**src/hw/rdm_pkg.sv**
```systemverilog
/*
  constants and types for the direct-mode command decoder.
  assumes nothing beyond a standard systemverilog compiler.
*/
package rdm_pkg;
  // register addresses and field positions
  localparam logic [4:0] REG_CHIP  = 5'h00;
  localparam logic [4:0] REG_PROTO = 5'h01;
  localparam logic [4:0] REG_MOD   = 5'h09;
  localparam int         DIR_BIT   = 6;   // direct_select_bit
  localparam int         W_CMD     = 7;
  localparam int         W_RD      = 6;
  localparam int         W_CONT    = 5;
  // values after reset or software init
  localparam logic [7:0] CHIP_RST  = 8'h00;
  localparam logic [7:0] PROTO_RST = 8'h02;
  localparam logic [7:0] MOD_RST   = 8'h00;
  // command codes
  localparam logic [4:0] C_IDLE  = 5'h00;
  localparam logic [4:0] C_INIT  = 5'h03;
  localparam logic [4:0] C_FRST  = 5'h0F;
  localparam logic [4:0] C_TXN   = 5'h10;
  localparam logic [4:0] C_TXC   = 5'h11;
  localparam logic [4:0] C_SLOT  = 5'h14;
  localparam logic [4:0] C_RXBLK = 5'h16;
  localparam logic [4:0] C_RXEN  = 5'h17;
  localparam logic [4:0] C_RFINT = 5'h18;
  localparam logic [4:0] C_RFEXT = 5'h19;
  localparam logic [4:0] C_GAIN  = 5'h1A;
  // modulator field codes (low bits of modulator register)
  localparam logic [2:0] M_OOK   = 3'h1;
  localparam logic [2:0] M_ASK10 = 3'h0;
  localparam logic [2:0] M_ASK13 = 3'h4;
  localparam logic [2:0] M_ASK16 = 3'h5;
  // synchroniser lanes
  localparam int S_SCLK = 0;
  localparam int S_MOSI = 1;
  localparam int S_SS   = 2;
  localparam int S_MOD  = 3;
  localparam int S_SUB  = 4;
  localparam int S_DBIT = 5;
  localparam int S_DCLK = 6;
  localparam int S_MTYP = 7;
  localparam int SYNC_W = 8;

  typedef enum logic [3:0] {
    ST_IDLE   = 4'h1,
    ST_DATA   = 4'h2,
    ST_DIRECT = 4'h4,
    ST_WAIT   = 4'h8
  } rdm_state_e;

  typedef enum logic [1:0] {
    DEP_ASK10 = 2'h0,
    DEP_OOK   = 2'h1,
    DEP_ASK13 = 2'h2,
    DEP_ASK16 = 2'h3
  } rdm_depth_e;

  typedef struct packed {
    logic idle;
    logic init;
    logic fifo_rst;
    logic tx_nocrc;
    logic tx_crc;
    logic tx_slot;
    logic rx_block;
    logic rx_enable;
    logic rf_int;
    logic rf_ext;
    logic gain_adj;
  } rdm_cmd_s;
endpackage : rdm_pkg

```
**src/hw/rdm_buf2.sv**
```systemverilog
/*
  small valid/ready buffer, DEPTH entries of W bits.
  assumes one clock and an active-low asynchronous reset.
*/
`timescale 1ns/1ns
`default_nettype none
module rdm_buf2 #(
  parameter int W     = 8,
  parameter int DEPTH = 2
) (
  input  wire logic         clk,       // core clock
  input  wire logic         rstn,      // async reset, low
  input  wire logic         clr,       // drop all entries
  input  wire logic         in_valid,  // source has a word
  output logic              in_ready,  // room for a word
  input  wire logic [W-1:0] in_data,   // source word
  output logic              out_valid, // word available
  input  wire logic         out_ready, // sink takes word
  output logic [W-1:0]      out_data   // oldest word
);
  localparam int AW = (DEPTH > 1) ? $clog2(DEPTH) : 1;
  localparam logic [AW:0]   FULL = (AW+1)'(DEPTH);
  localparam logic [AW-1:0] LAST = AW'(DEPTH - 1);

  logic [W-1:0]  mem [DEPTH];
  logic [AW-1:0] wp_reg, wp_next, rp_reg, rp_next;
  logic [AW:0]   cnt_reg, cnt_next;
  logic          push, pop;

  // handshakes and pointer arithmetic
  assign in_ready  = (cnt_reg != FULL);
  assign out_valid = (cnt_reg != '0);
  assign out_data  = mem[rp_reg];
  assign push      = in_valid & in_ready & ~clr;
  assign pop       = out_valid & out_ready & ~clr;

  always_comb begin
    wp_next  = wp_reg;
    rp_next  = rp_reg;
    cnt_next = cnt_reg;
    if (clr) begin
      wp_next  = '0;
      rp_next  = '0;
      cnt_next = '0;
    end else begin
      if (push) wp_next = (wp_reg == LAST) ? '0 : wp_reg + AW'(1);
      if (pop) rp_next = (rp_reg == LAST) ? '0 : rp_reg + AW'(1);
      cnt_next = cnt_reg + {{AW{1'b0}}, push} - {{AW{1'b0}}, pop};
    end
  end

  // storage has no reset, only the pointers and the count do
  always_ff @(posedge clk) begin
    if (push) mem[wp_reg] <= in_data;
  end

  always_ff @(posedge clk or negedge rstn) begin
    if (!rstn) begin
      wp_reg  <= '0;
      rp_reg  <= '0;
      cnt_reg <= '0;
    end else begin
      wp_reg  <= wp_next;
      rp_reg  <= rp_next;
      cnt_reg <= cnt_next;
    end
  end
endmodule : rdm_buf2
`default_nettype wire

```
**src/hw/rdm_cmd_decode.sv**
```systemverilog
/*
  host interface word decoder with direct mode control.
  assumes host pins are asynchronous to core_clk and that the
  link clock is much slower than core_clk (sampled, edges found).
*/
`timescale 1ns/1ns
`default_nettype none
module rdm_cmd_decode
  import rdm_pkg::*;
(
  input  wire logic       core_clk,            // 10 MHz core clock
  input  wire logic       rstn,                // async reset, low
  input  wire logic       use_ss,              // 1: select line used
  input  wire logic       spi_sclk,            // host serial clock pin
  input  wire logic       spi_mosi,            // host serial data pin
  input  wire logic       spi_ss_n,            // host select pin, low
  output logic            spi_miso,            // serial read data
  output logic            spi_miso_oe,         // miso driven
  input  wire logic       modulation_input,    // host modulation pin
  input  wire logic       modulation_type_pin, // 0 ASK, 1 OOK
  input  wire logic       env_subcarrier,      // digitized envelope
  input  wire logic       dec_bit,             // bit decoder data
  input  wire logic       dec_clk,             // bit decoder clock
  input  wire logic       tx_engine_mod,       // engine modulation
  input  wire logic       tx_done,             // transmit finished
  input  wire logic       rx_valid,            // framer byte valid
  output logic            rx_ready,            // framer may send
  input  wire logic [7:0] rx_data,             // framer data byte
  output logic            fifo_valid,          // byte to fifo
  input  wire logic       fifo_ready,          // fifo has room
  output logic [7:0]      fifo_data,           // byte to fifo
  output logic            mod_drive,           // to modulator
  output logic            mod_ook,             // 1 OOK, 0 ASK
  output rdm_depth_e      mod_depth,           // ASK depth select
  output logic            sub_out,             // subcarrier pin
  output logic            sub_oe,              // subcarrier pin drive
  output logic            bclk_out,            // bit clock pin
  output logic            bclk_oe,             // bit clock pin drive
  output rdm_cmd_s        cmd,                 // command pulses
  output logic [4:0]      decoder_sel,         // protocol selection
  output logic            decoder_run,         // bit decoder active
  output logic            framer_bypass,       // no framing
  output logic            fifo_en,             // fifo in use
  output logic            irq_en,              // interrupts allowed
  output logic            rx_reset,            // receiver held
  output logic            direct_active,       // in direct mode
  output logic [7:0]      chip_status,         // chip status reg
  output logic [7:0]      proto_ctrl,          // protocol reg
  output logic [7:0]      mod_ctrl             // modulator reg
);
  logic [SYNC_W-1:0] pin_raw, s1_reg, s2_reg;
  logic       sclk_d_reg, mosi_d_reg, ss_d_reg, framed_reg, framed_next;
  logic       rise, fall, stop, start_ns, active, word_done;
  logic [7:0] wd;

  // two-flop synchronisers, one per pin
  assign pin_raw = {modulation_type_pin, dec_clk, dec_bit, env_subcarrier,
                    modulation_input, spi_ss_n, spi_mosi, spi_sclk};
  for (genvar i = 0; i < SYNC_W; i++) begin : g_sync
    always_ff @(posedge core_clk or negedge rstn) begin
      if (!rstn) begin
        s1_reg[i] <= (i == S_SS); // select lane rests high, no false stop
        s2_reg[i] <= (i == S_SS);
      end else begin
        s1_reg[i] <= pin_raw[i];
        s2_reg[i] <= s1_reg[i];
      end
    end
  end

  // edge finding on synchronised serial pins
  assign rise     = s2_reg[S_SCLK] & ~sclk_d_reg;
  assign fall     = ~s2_reg[S_SCLK] & sclk_d_reg;
  assign start_ns = ~use_ss & s2_reg[S_SCLK] & s2_reg[S_MOSI] & ~mosi_d_reg;
  assign stop     = use_ss ? (s2_reg[S_SS] & ~ss_d_reg)
                           : (s2_reg[S_SCLK] & ~s2_reg[S_MOSI] & mosi_d_reg);
  assign active   = use_ss ? ~s2_reg[S_SS] : framed_reg;

  always_comb begin
    framed_next = framed_reg;
    if (stop) framed_next = 1'b0;
    else if (start_ns) framed_next = 1'b1;
  end

  always_ff @(posedge core_clk or negedge rstn) begin
    if (!rstn) begin
      sclk_d_reg <= 1'b0;
      mosi_d_reg <= 1'b0;
      ss_d_reg   <= 1'b1;
      framed_reg <= 1'b0;
    end else begin
      sclk_d_reg <= s2_reg[S_SCLK];
      mosi_d_reg <= s2_reg[S_MOSI];
      ss_d_reg   <= s2_reg[S_SS];
      framed_reg <= framed_next;
    end
  end

  rdm_state_e state_reg, state_next;
  logic [7:0] sh_reg, sh_next, out_reg, out_next;
  logic [2:0] bit_reg, bit_next;
  logic [4:0] addr_reg, addr_next;
  logic       rd_reg, rd_next, cont_reg, cont_next, miso_reg, miso_next;
  logic [7:0] chip_reg, chip_next, proto_reg, proto_next, modc_reg, modc_next;
  logic       rxb_reg, rxb_next;
  logic       direct, mode1, is_cmd, is_15693;
  rdm_cmd_s   cmd_reg, cmd_next;
  logic [4:0] next_addr;

  // word assembly, msb first
  assign wd        = {sh_reg[6:0], s2_reg[S_MOSI]};
  assign word_done = rise & active & (bit_reg == 3'h7) & ~direct;
  assign direct    = (state_reg == ST_DIRECT);
  assign mode1     = proto_reg[DIR_BIT];
  assign is_cmd    = wd[W_CMD];
  assign is_15693  = (proto_reg[4:2] == 3'h0);
  assign next_addr = cont_reg ? addr_reg + 5'h01 : addr_reg;

  function automatic logic [7:0] reg_rd(input logic [4:0] a, input logic [7:0] c,
                                        input logic [7:0] p, input logic [7:0] m);
    case (a)
      REG_CHIP:  reg_rd = c;
      REG_PROTO: reg_rd = p;
      REG_MOD:   reg_rd = m;
      default:   reg_rd = 8'h00;
    endcase
  endfunction : reg_rd

  // interface state machine, registers and command decode
  always_comb begin
    state_next = state_reg;
    sh_next    = sh_reg;
    bit_next   = bit_reg;
    addr_next  = addr_reg;
    rd_next    = rd_reg;
    cont_next  = cont_reg;
    out_next   = out_reg;
    miso_next  = miso_reg;
    chip_next  = chip_reg;
    proto_next = proto_reg;
    modc_next  = modc_reg;
    rxb_next   = rxb_reg;
    cmd_next   = '0;
    if (rise && active && !direct) begin
      sh_next  = wd;
      bit_next = bit_reg + 3'h1;
    end
    if (fall && state_reg == ST_DATA && rd_reg) begin
      miso_next = out_reg[7];
      out_next  = {out_reg[6:0], 1'b0};
    end
    case (state_reg)
      ST_IDLE: begin
        if (word_done && is_cmd) begin
          case (wd[4:0])
            C_IDLE:  cmd_next.idle = 1'b1;
            C_INIT:  cmd_next.init = 1'b1;
            C_FRST:  cmd_next.fifo_rst = 1'b1;
            C_TXN:   cmd_next.tx_nocrc = 1'b1;
            C_TXC:   cmd_next.tx_crc = 1'b1;
            C_SLOT:  cmd_next.tx_slot = is_15693;
            C_RXBLK: cmd_next.rx_block = 1'b1;
            C_RXEN:  cmd_next.rx_enable = 1'b1;
            C_RFINT: cmd_next.rf_int = 1'b1;
            C_RFEXT: cmd_next.rf_ext = 1'b1;
            C_GAIN:  cmd_next.gain_adj = 1'b1;
            default: cmd_next = '0;
          endcase
          if (wd[4:0] == C_INIT) begin
            chip_next  = CHIP_RST;
            proto_next = PROTO_RST;
            modc_next  = MOD_RST;
          end
        end else if (word_done) begin
          addr_next  = wd[4:0];
          rd_next    = wd[W_RD];
          cont_next  = wd[W_CONT];
          out_next   = reg_rd(wd[4:0], chip_reg, proto_reg, modc_reg);
          state_next = ST_DATA;
        end
      end
      ST_DATA: begin
        if (word_done) begin
          addr_next = next_addr;
          out_next  = reg_rd(next_addr, chip_reg, proto_reg, modc_reg);
          if (!rd_reg) begin
            case (addr_reg)
              REG_CHIP:  chip_next = wd;
              REG_PROTO: proto_next = wd;
              REG_MOD:   modc_next = wd;
              default:   chip_next = chip_reg;
            endcase
            if (addr_reg == REG_CHIP && wd[DIR_BIT]) state_next = ST_DIRECT;
          end
        end
      end
      ST_DIRECT: begin
        if (stop) begin
          chip_next[DIR_BIT] = 1'b0;
          state_next = ST_WAIT;
        end
      end
      ST_WAIT: state_next = ST_IDLE;
      default: state_next = ST_IDLE;
    endcase
    if (!active && !direct && state_reg != ST_WAIT) begin
      bit_next   = 3'h0;
      state_next = ST_IDLE;
      miso_next  = 1'b0;
    end
    if (cmd_next.rx_enable || cmd_next.init || tx_done) rxb_next = 1'b0;
    if (cmd_next.rx_block) rxb_next = 1'b1;
  end

  always_ff @(posedge core_clk or negedge rstn) begin
    if (!rstn) begin
      state_reg <= ST_IDLE;
      sh_reg    <= 8'h00;
      bit_reg   <= 3'h0;
      addr_reg  <= 5'h00;
      rd_reg    <= 1'b0;
      cont_reg  <= 1'b0;
      out_reg   <= 8'h00;
      miso_reg  <= 1'b0;
      chip_reg  <= CHIP_RST;
      proto_reg <= PROTO_RST;
      modc_reg  <= MOD_RST;
      rxb_reg   <= 1'b0;
      cmd_reg   <= '0;
    end else begin
      state_reg <= state_next;
      sh_reg    <= sh_next;
      bit_reg   <= bit_next;
      addr_reg  <= addr_next;
      rd_reg    <= rd_next;
      cont_reg  <= cont_next;
      out_reg   <= out_next;
      miso_reg  <= miso_next;
      chip_reg  <= chip_next;
      proto_reg <= proto_next;
      modc_reg  <= modc_next;
      rxb_reg   <= rxb_next;
      cmd_reg   <= cmd_next;
    end
  end

  logic       modp_reg, modp_next, sub_reg, sub_next, soe_reg, soe_next;
  logic       bck_reg, bck_next, boe_reg, boe_next;
  rdm_depth_e dep_reg, dep_next;

  // pin routing for direct and normal operation
  always_comb begin
    modp_next = direct ? s2_reg[S_MOD] : tx_engine_mod;
    sub_next  = mode1 ? s2_reg[S_DBIT] : s2_reg[S_SUB];
    soe_next  = direct;
    bck_next  = mode1 & s2_reg[S_DCLK];
    boe_next  = direct & mode1;
    case (modc_reg[2:0])
      M_OOK:   dep_next = DEP_OOK;
      M_ASK10: dep_next = DEP_ASK10;
      M_ASK13: dep_next = DEP_ASK13;
      M_ASK16: dep_next = DEP_ASK16;
      default: dep_next = DEP_ASK10;
    endcase
  end

  always_ff @(posedge core_clk or negedge rstn) begin
    if (!rstn) begin
      modp_reg <= 1'b0;
      sub_reg  <= 1'b0;
      soe_reg  <= 1'b0;
      bck_reg  <= 1'b0;
      boe_reg  <= 1'b0;
      dep_reg  <= DEP_ASK10;
    end else begin
      modp_reg <= modp_next;
      sub_reg  <= sub_next;
      soe_reg  <= soe_next;
      bck_reg  <= bck_next;
      boe_reg  <= boe_next;
      dep_reg  <= dep_next;
    end
  end

  logic buf_in_ready;

  // framed receive bytes toward the fifo, shut off while direct
  rdm_buf2 #(.W(8), .DEPTH(2)) u_buf (
    .clk       (core_clk),
    .rstn      (rstn),
    .clr       (cmd_reg.fifo_rst | cmd_reg.init),
    .in_valid  (rx_valid & ~direct),
    .in_ready  (buf_in_ready),
    .in_data   (rx_data),
    .out_valid (fifo_valid),
    .out_ready (fifo_ready),
    .out_data  (fifo_data)
  );

  // outputs
  assign rx_ready      = buf_in_ready & ~direct;
  assign fifo_en       = ~direct;
  assign irq_en        = ~direct;
  assign decoder_sel   = proto_reg[4:0];
  assign decoder_run   = ~direct | mode1;
  assign framer_bypass = direct;
  assign rx_reset      = rxb_reg;
  assign direct_active = direct;
  assign spi_miso      = miso_reg;
  assign spi_miso_oe   = (state_reg == ST_DATA) & rd_reg & active;
  assign mod_drive     = modp_reg;
  assign mod_ook       = s2_reg[S_MTYP];
  assign mod_depth     = dep_reg;
  assign sub_out       = sub_reg;
  assign sub_oe        = soe_reg;
  assign bclk_out      = bck_reg;
  assign bclk_oe       = boe_reg;
  assign cmd           = cmd_reg;
  assign chip_status   = chip_reg;
  assign proto_ctrl    = proto_reg;
  assign mod_ctrl      = modc_reg;
endmodule : rdm_cmd_decode
`default_nettype wire

```
**config.mk**
```make
export PLATFORM = sky130hd
export DESIGN_NAME = rdm_cmd_decode
export DESIGN_NICKNAME = d
export VERILOG_FILES = /design/src/hw/rdm_pkg.sv /design/src/hw/rdm_buf2.sv /design/src/hw/rdm_cmd_decode.sv
export SDC_FILE = /design/constraint.sdc
export NUM_CORES = 1
export LEC_CHECK = 0
export BUFFER_PORTS_ARGS = -buffer_cell sky130_fd_sc_hd__buf_2
export CORE_UTILIZATION = 53
export CTS_BUF_LIST = sky130_fd_sc_hd__clkbuf_8
export DETAILED_ROUTE_END_ITERATION = 10
export PLACE_DENSITY = 0.77
export SLEW_MARGIN = 0
export SYNTH_ARGS = -nofsm -noshare
export SYNTH_HDL_FRONTEND = slang
export SYNTH_SLANG_ARGS = --single-unit
export TNS_END_PERCENT = 5
```
**constraint.sdc**
```tcl
create_clock -name core_clk -period 2.8 [get_ports core_clk]
set_input_delay 0.14 -clock core_clk [delete_from_list [all_inputs] [get_ports core_clk]]
set_output_delay 0.14 -clock core_clk [all_outputs]
set_load 0.1 [all_outputs]
```
Yosys cells after proc, flatten, opt, wreduce, memory -nomap -nowiden

Memory sizes are Yosys's and may differ from the RTL's.
Cells that the tools add are included.

Bits in latches: 0
Logic and storage cells: 240
Bits of input ports: 23
Output and inout bits: 66
Bits in read-only memories: 0
Memories: 1
Memory bits (writable): 16
Flip-flop bits (word level): 97

$mul: 0
Div/mod/pow operators: 0
Bitwise logic cells: 33
$add $sub $neg: 6
Muxes and demuxes: 74
Reductions and logical operators: 32
$lt $le $gt $ge: 0
Shifts and indexed selects: 0
Equality and inequality tests: 41

Memories:

| memory    | depth | bits a word | read ports | clocked after memory_dff | wr ports | RTL line       | source |
|---|---|---|---|---|---|---|---|
| u_buf.mem | 2     | 8           | 1          | 0                        | 1        | rdm_buf2.sv:25 | `logic [W-1:0] mem [DEPTH];` |

Operators by type and width:

| cell               | number |
|---|---|
| $mux 8             | 17 |
| $pmux 8 s2         | 3 |
| $pmux 8 s3         | 2 |
| $eq 5x5->1 const B | 8 |
| $mux 1             | 30 |
| $mux 4             | 7 |
| $reduce_and 6->1   | 4 |
| $mux 11            | 2 |
| $and 1x1->1        | 21 |
| $eq 5x4->1 const B | 4 |
| $mux 5             | 4 |
| $ne 2x2->1 const B | 9 |
| $reduce_bool 2->1  | 8 |
| $eq 5x1->1 const B | 3 |
| $logic_not 5->1    | 3 |
| $ne 3x3->1 const B | 5 |
| $pmux 4 s3         | 1 |
| $pmux 6 s2         | 1 |
| $not 1->1          | 10 |
| $pmux 5 s2         | 1 |
| $eq 3x3->1 const B | 3 |
| $logic_and 1x1->1  | 8 |
| $reduce_and 7->1   | 1 |
| $mux 3             | 2 |
| 24 further kinds   | 29 |

Logic depth before layout (Yosys ltp)

Depth in word-level cells: 12
Depth in mapped cells: 10
Depth with buffers taken out: 10

Hierarchy

From an unflattened synthesis, not the netlist that was laid out.

Cells, all modules: 448
Area, all modules: 5280.1 um^2

Modules (own cells, without submodules):

| module         | area each (um^2) | instances | cells each | seq. area each (um^2) |
|---|---|---|---|---|
| rdm_cmd_decode | 4466.8           | 1         | 399        | 2333.5 |
| rdm_buf2       | 813.3            | 1         | 49         | 580.6 |

Least setup slack after synthesis

No wires, ideal clock.

Path kind: register to register
Start: register state_reg[0]
End: memory u_buf.mem[0][0], enable pin
Required time: 2417 ps
Slack: -3097 ps
Data arrival time: 5514 ps
Clock period less this slack: 5897 ps
Path buffers: 0
Library setup time: 383 ps
Cell stages (with the launch flop): 7
Cell sequence: dfstp_2 -> nor2_1 -> nand3b_1 -> clkinv_1 -> a21oi_1 -> nand2_1 -> nor3_1

Word-level cells in the longest chain between the ends: 7

Ends and longest elaborated chain:

| item                         | RTL line              | source |
|---|---|---|
| start: declaration           | rdm_cmd_decode.sv:99  | `rdm_state_e state_reg, state_next;` |
| start signal: assignment     | rdm_cmd_decode.sv:231 | `state_reg <= state_next;` |
| $eq 4x3->1                   | rdm_cmd_decode.sv:113 | `assign direct = (state_reg == ST_DIRECT);` |
| $not 1->1                    | --                    |  |
| via fifo_en                  | rdm_cmd_decode.sv:43  | `output logic fifo_en,` |
| $and 1x1->1                  | rdm_cmd_decode.sv:292 | `.in_valid (rx_valid & ~direct),` |
| $and 1x1->1 (2 in a row)     | rdm_buf2.sv:34        | `assign push = in_valid & in_ready & ~clr;` |
| $mux 1                       | rdm_buf2.sv:54        | `if (push) mem[wp_reg] <= in_data;` |
| $mux 1 (implied by the code) | rdm_buf2.sv:54        |  |
| end: declaration             | rdm_buf2.sv:25        |  |

The timed path passes the listed nets, and every way through them passes these cells.

Worst setup path in the final report

Start: register state_reg[0]
End: register out_reg[7]

Word-level cells in the longest chain between the ends: 7
Elaborated cells between the ends (all ways): 13
Classes of those cells: eq/ne (3); mux (5); bitwise (2); reduce/logical (3)

Ends and longest elaborated chain:

| item                           | RTL line                                     | source |
|---|---|---|
| $eq 4x2->1                     | rdm_cmd_decode.sv:148, rdm_cmd_decode.sv:152 |  |
| $logic_and 1x1->1 (2 in a row) | rdm_cmd_decode.sv:148                        | `if (fall && state_reg == ST_DATA && rd_reg) begin` |
| $mux 8                         | rdm_cmd_decode.sv:148                        |  |
| $mux 8                         | rdm_cmd_decode.sv:174                        | `end else if (word_done) begin` |
| $mux 8                         | rdm_cmd_decode.sv:154                        | `if (word_done && is_cmd) begin` |
| $pmux 8 s2 *                   | rdm_cmd_decode.sv:152                        | `case (state_reg)` |
| via out_next[7]                | rdm_cmd_decode.sv:100                        | `logic [7:0] sh_reg, sh_next, out_reg, out_next;` |
| end signal: assignment         | rdm_cmd_decode.sv:237                        | `out_reg <= out_next;` |
| end: declaration               | rdm_cmd_decode.sv:100                        |  |

Mark *: on every way through the listed nets, which the timed path passes. The rest lies on a longest branch.
A chain may end at the register's enable or synchronous reset.

==> impl_metrics.env <==
export IMPL_post_route_period_util_pct=89.0
export IMPL_gp_congestion=0.898
export IMPL_synth_top_area_share_pct=43.9
export IMPL_ys_flop_type="dfrtp_1"
export IMPL_die_h_um=101
export IMPL_placed_cells=649
export IMPL_first_pass_iters=5
export IMPL_io_buffers=88
export IMPL_drc_errors=0
export IMPL_rows=35
export IMPL_wl_met1_um=5400
export IMPL_core_area_mm2=0.00942
export IMPL_viasPerCell=5.77
export IMPL_max_slew_margin_rel_pct=38.2
export IMPL_p_sw_share_pct=36.6
export IMPL_largest_reg_flops=16
export IMPL_cp_max_fo=7
export IMPL_grt_pass1_wl_um=20200
export IMPL_cpPeakStageDelay_ns=0.67
export IMPL_fill_cells=659
export IMPL_antenna_found_initial=0
export IMPL_wl_met3_um=705
export IMPL_drt_total_wl_um=12600
export IMPL_skew_ns=0.0113
export IMPL_worstMarginPinSlew_ns=0.926
export IMPL_ys_seq_area_share_pct=55.6
export IMPL_required_ns=3.17
export IMPL_post_synth_top_area_cell="dfrtp_1"
export IMPL_ys_top_cells_by_area="dfrtp_1 (44%), edfxtp_1 (9.2%), mux2_2 (8.8%), dfstp_2 (2.5%), nor2_1 (2.5%)"
export IMPL_cap_violations=0
export IMPL_hpwl_um=8200
export IMPL_setup_viol=0
export IMPL_cts_buffer_depth=2
export IMPL_syn_inst=450
export IMPL_cts_tree="yes"
export IMPL_clkSinkCount=113
export IMPL_design_die_area_mm2=0.0103
export IMPL_routed_wl_met2_um=6240
export IMPL_hp_class="in -> reg"
export IMPL_synth_cell_types=59
export IMPL_path_clk_slew_ns=0.08
export IMPL_clkPwrFrac_pct=33.8
export IMPL_syn_avg_cell_area_um2=11.6
export IMPL_p_int_mw=3.01
export IMPL_synth_seq_cells=113
export IMPL_yosys_warnings=0
export IMPL_drtAntennaViolNets=0
export IMPL_mostFrequentLayoutCells="dfrtp_1 (92), buf_2 (87), mux2_2 (41), nor2_1 (35), nand2_1 (24)"
export IMPL_run_status="completed"
export IMPL_drive_above_1_share_pct=35.1
export IMPL_cp_arrival_ns=2.86
export IMPL_grt_pass1_vias=4013
export IMPL_n_antenna_cell=0
export IMPL_final_hold_viol_count=0
export IMPL_synthArstFlopShare_pct=85.8
export IMPL_rsz0062_at_grt="false"
export IMPL_cts_buffers=17
export IMPL_fmax_ghz=0.401
export IMPL_layout_commonest_cell="dfrtp_1"
export IMPL_p_switching_mw=1.74
export IMPL_post_place_ws_ns=0.365
export IMPL_fin_cells=699
export IMPL_cp_start_kind="register"
export IMPL_pin_count=89
export IMPL_routedWlPerCell_um=18.0
export IMPL_criticalPathCategory="reg -> reg"
export IMPL_grt_max_degree=51
export IMPL_cp_slowest_cell="o22ai_1"
export IMPL_cts_htree_levels=4
export IMPL_p_comb_share_pct=24.2
export IMPL_syn_area_mm2=0.00524
export IMPL_syn_nets=480
export IMPL_syn2layout_area_growth_pct=22.7
export IMPL_initial_core_util_pct=55.6
export IMPL_ir_drop_v=0.000623
export IMPL_fin_ws_ns=0.308
export IMPL_critical_path_cell_chain="or4b_1 -> nor2_1 -> nand2_1 -> o22ai_1 -> a211o_1"
export IMPL_power_frac_seq_pct=41.9
export IMPL_end_kind="register"
export IMPL_p_leak_nw=2.97
export IMPL_min_period_ns=2.49
export IMPL_drtIter0Drc=230
export IMPL_clockRootBuffer="clkbuf_8"
export IMPL_nets=587
export IMPL_grt_util_all_layers_pct=26.3
export IMPL_synth_edf_count=16
export IMPL_clk_latency_ns=0.43
export IMPL_dieWidth_um=101
export IMPL_grt_overflow=0
export IMPL_num_vias=4032
export IMPL_power_density_mw_per_mm2=739
export IMPL_top_layer="met4"
export IMPL_slew_violations=0
-- worst paths after layout --
kind / endpoint / slack [ns] / cells after the start / start
max: out_reg[7] / 0.31 / 5 / state_reg[0]
min: rx_reset / 0.009 / 3 / tx_done
max reg2reg: out_reg[7] / 0.31 / 5 / state_reg[0]
min reg2reg: s2_reg[5] / 0.35 / 0 / s1_reg[5]
max in group asynchronous: state_reg[0] / 1.80 / 3 / rstn
min in group asynchronous: s1_reg[7] / 0.27 / 2 / rstn
-- cell families after synthesis --
family,Yosys count,synth area share [%]
buffers and inverters,45,3.89
adder cells (fa/ha/maj),7,1.67
AND/OR/NAND/NOR,142,15.1
multiplexers,51,10.7
AO/OA/AOI/OAI,83,11.5
flip-flops,113,55.6
XOR/XNOR,9,1.50
-- area by class of cell --
class / instances / area [um2] / share of cell area, %
flip-flops and latches: 113 / 2910 / 45.3
multi-input cells: 292 / 2140 / 33.3
repair buffers: 120 / 741 / 11.5
clock buffers: 17 / 234 / 3.64
clock inverters: 15 / 184 / 2.86
well taps: 129 / 161 / 2.51
inverters: 13 / 53.8 / 0.837
-- power by group through the flow --
stage | Sequential (mW) | Combinational (mW) | Clock [mW]
after floorplan | 1.92 | 0.961 | 0
after global placement | 2.01 | 1.09 | 0
after detailed placement | 2.02 | 1.11 | 0
after CTS | 1.99 | 1.16 | 1.62
after global routing | 2.01 | 1.23 | 1.69
final | 1.99 | 1.15 | 1.61
-- cell usage after synthesis, types with 3 or more instances --
cell type   n
o21ai_0    10
mux2i_1    10
nor4_1      3
nand3_1    14
buf_4       7
nand3b_1    4
o22ai_1    10
dfrtp_1    92
a2bb2oi_1   4
nand2_1    25
dfstp_2     5
or2_2       3
nor4b_2     3
a211o_1     7
nor3b_1     3
a221oi_1    6
or3b_2      6
nor2b_1     5
inv_1      12
nor3_1     10
clkbuf_1   16
a32oi_1     7
nor2_1     35
nand4_1     4
xor2_1      7
ha_1        7
edfxtp_1   16
buf_2       7
a21oi_1    19
nand2b_1    4
mux2_2     41
and2_1     12
-- timing repair --
action / in CTS / in global routing
endpoints found under the hold margin: 73 / 0
resized for setup: 0 / 0
setup buffers: 0 / 0
endpoints found under the setup margin: 0 / 0
hold buffers: 18 / 0
-- worst max-delay path: cells and delay by family (launching register included) --
family / cells / cell delay, ns
DFF: 1 / 0.58
and+or+nand+nor: 3 / 0.93
AOI/OAI and AO/OA: 2 / 0.91
-- stage by stage --
step / instance area, um2 / hold slack, ns / total power [mW] / util, % / setup TNS [ns]
after detailed placement: 5830 / 0.204 / 3.13 / 61.9 / 0
after floorplan: 5260 / -0.156 / 2.88 / - / -21.92
after global routing: 6430 / 0.0375 / 4.93 / 68.3 / 0
after global placement: 5830 / 0.190 / 3.10 / 61.9 / 0
final: 6430 / 0.00897 / 4.75 / 68.3 / 0
after CTS: 6430 / 0.00554 / 4.76 / 68.3 / 0
-- routing by layer --
layer / vias to the layer above / GRT usage (%)
met5: - / 0
met4: 0 / 12.2
met3: 27 / 4.97
met2: 168 / 42.8
met1: 1984 / 34.4
li1: 1853 / -
Note: power is estimated with default switching activity, not from simulation.
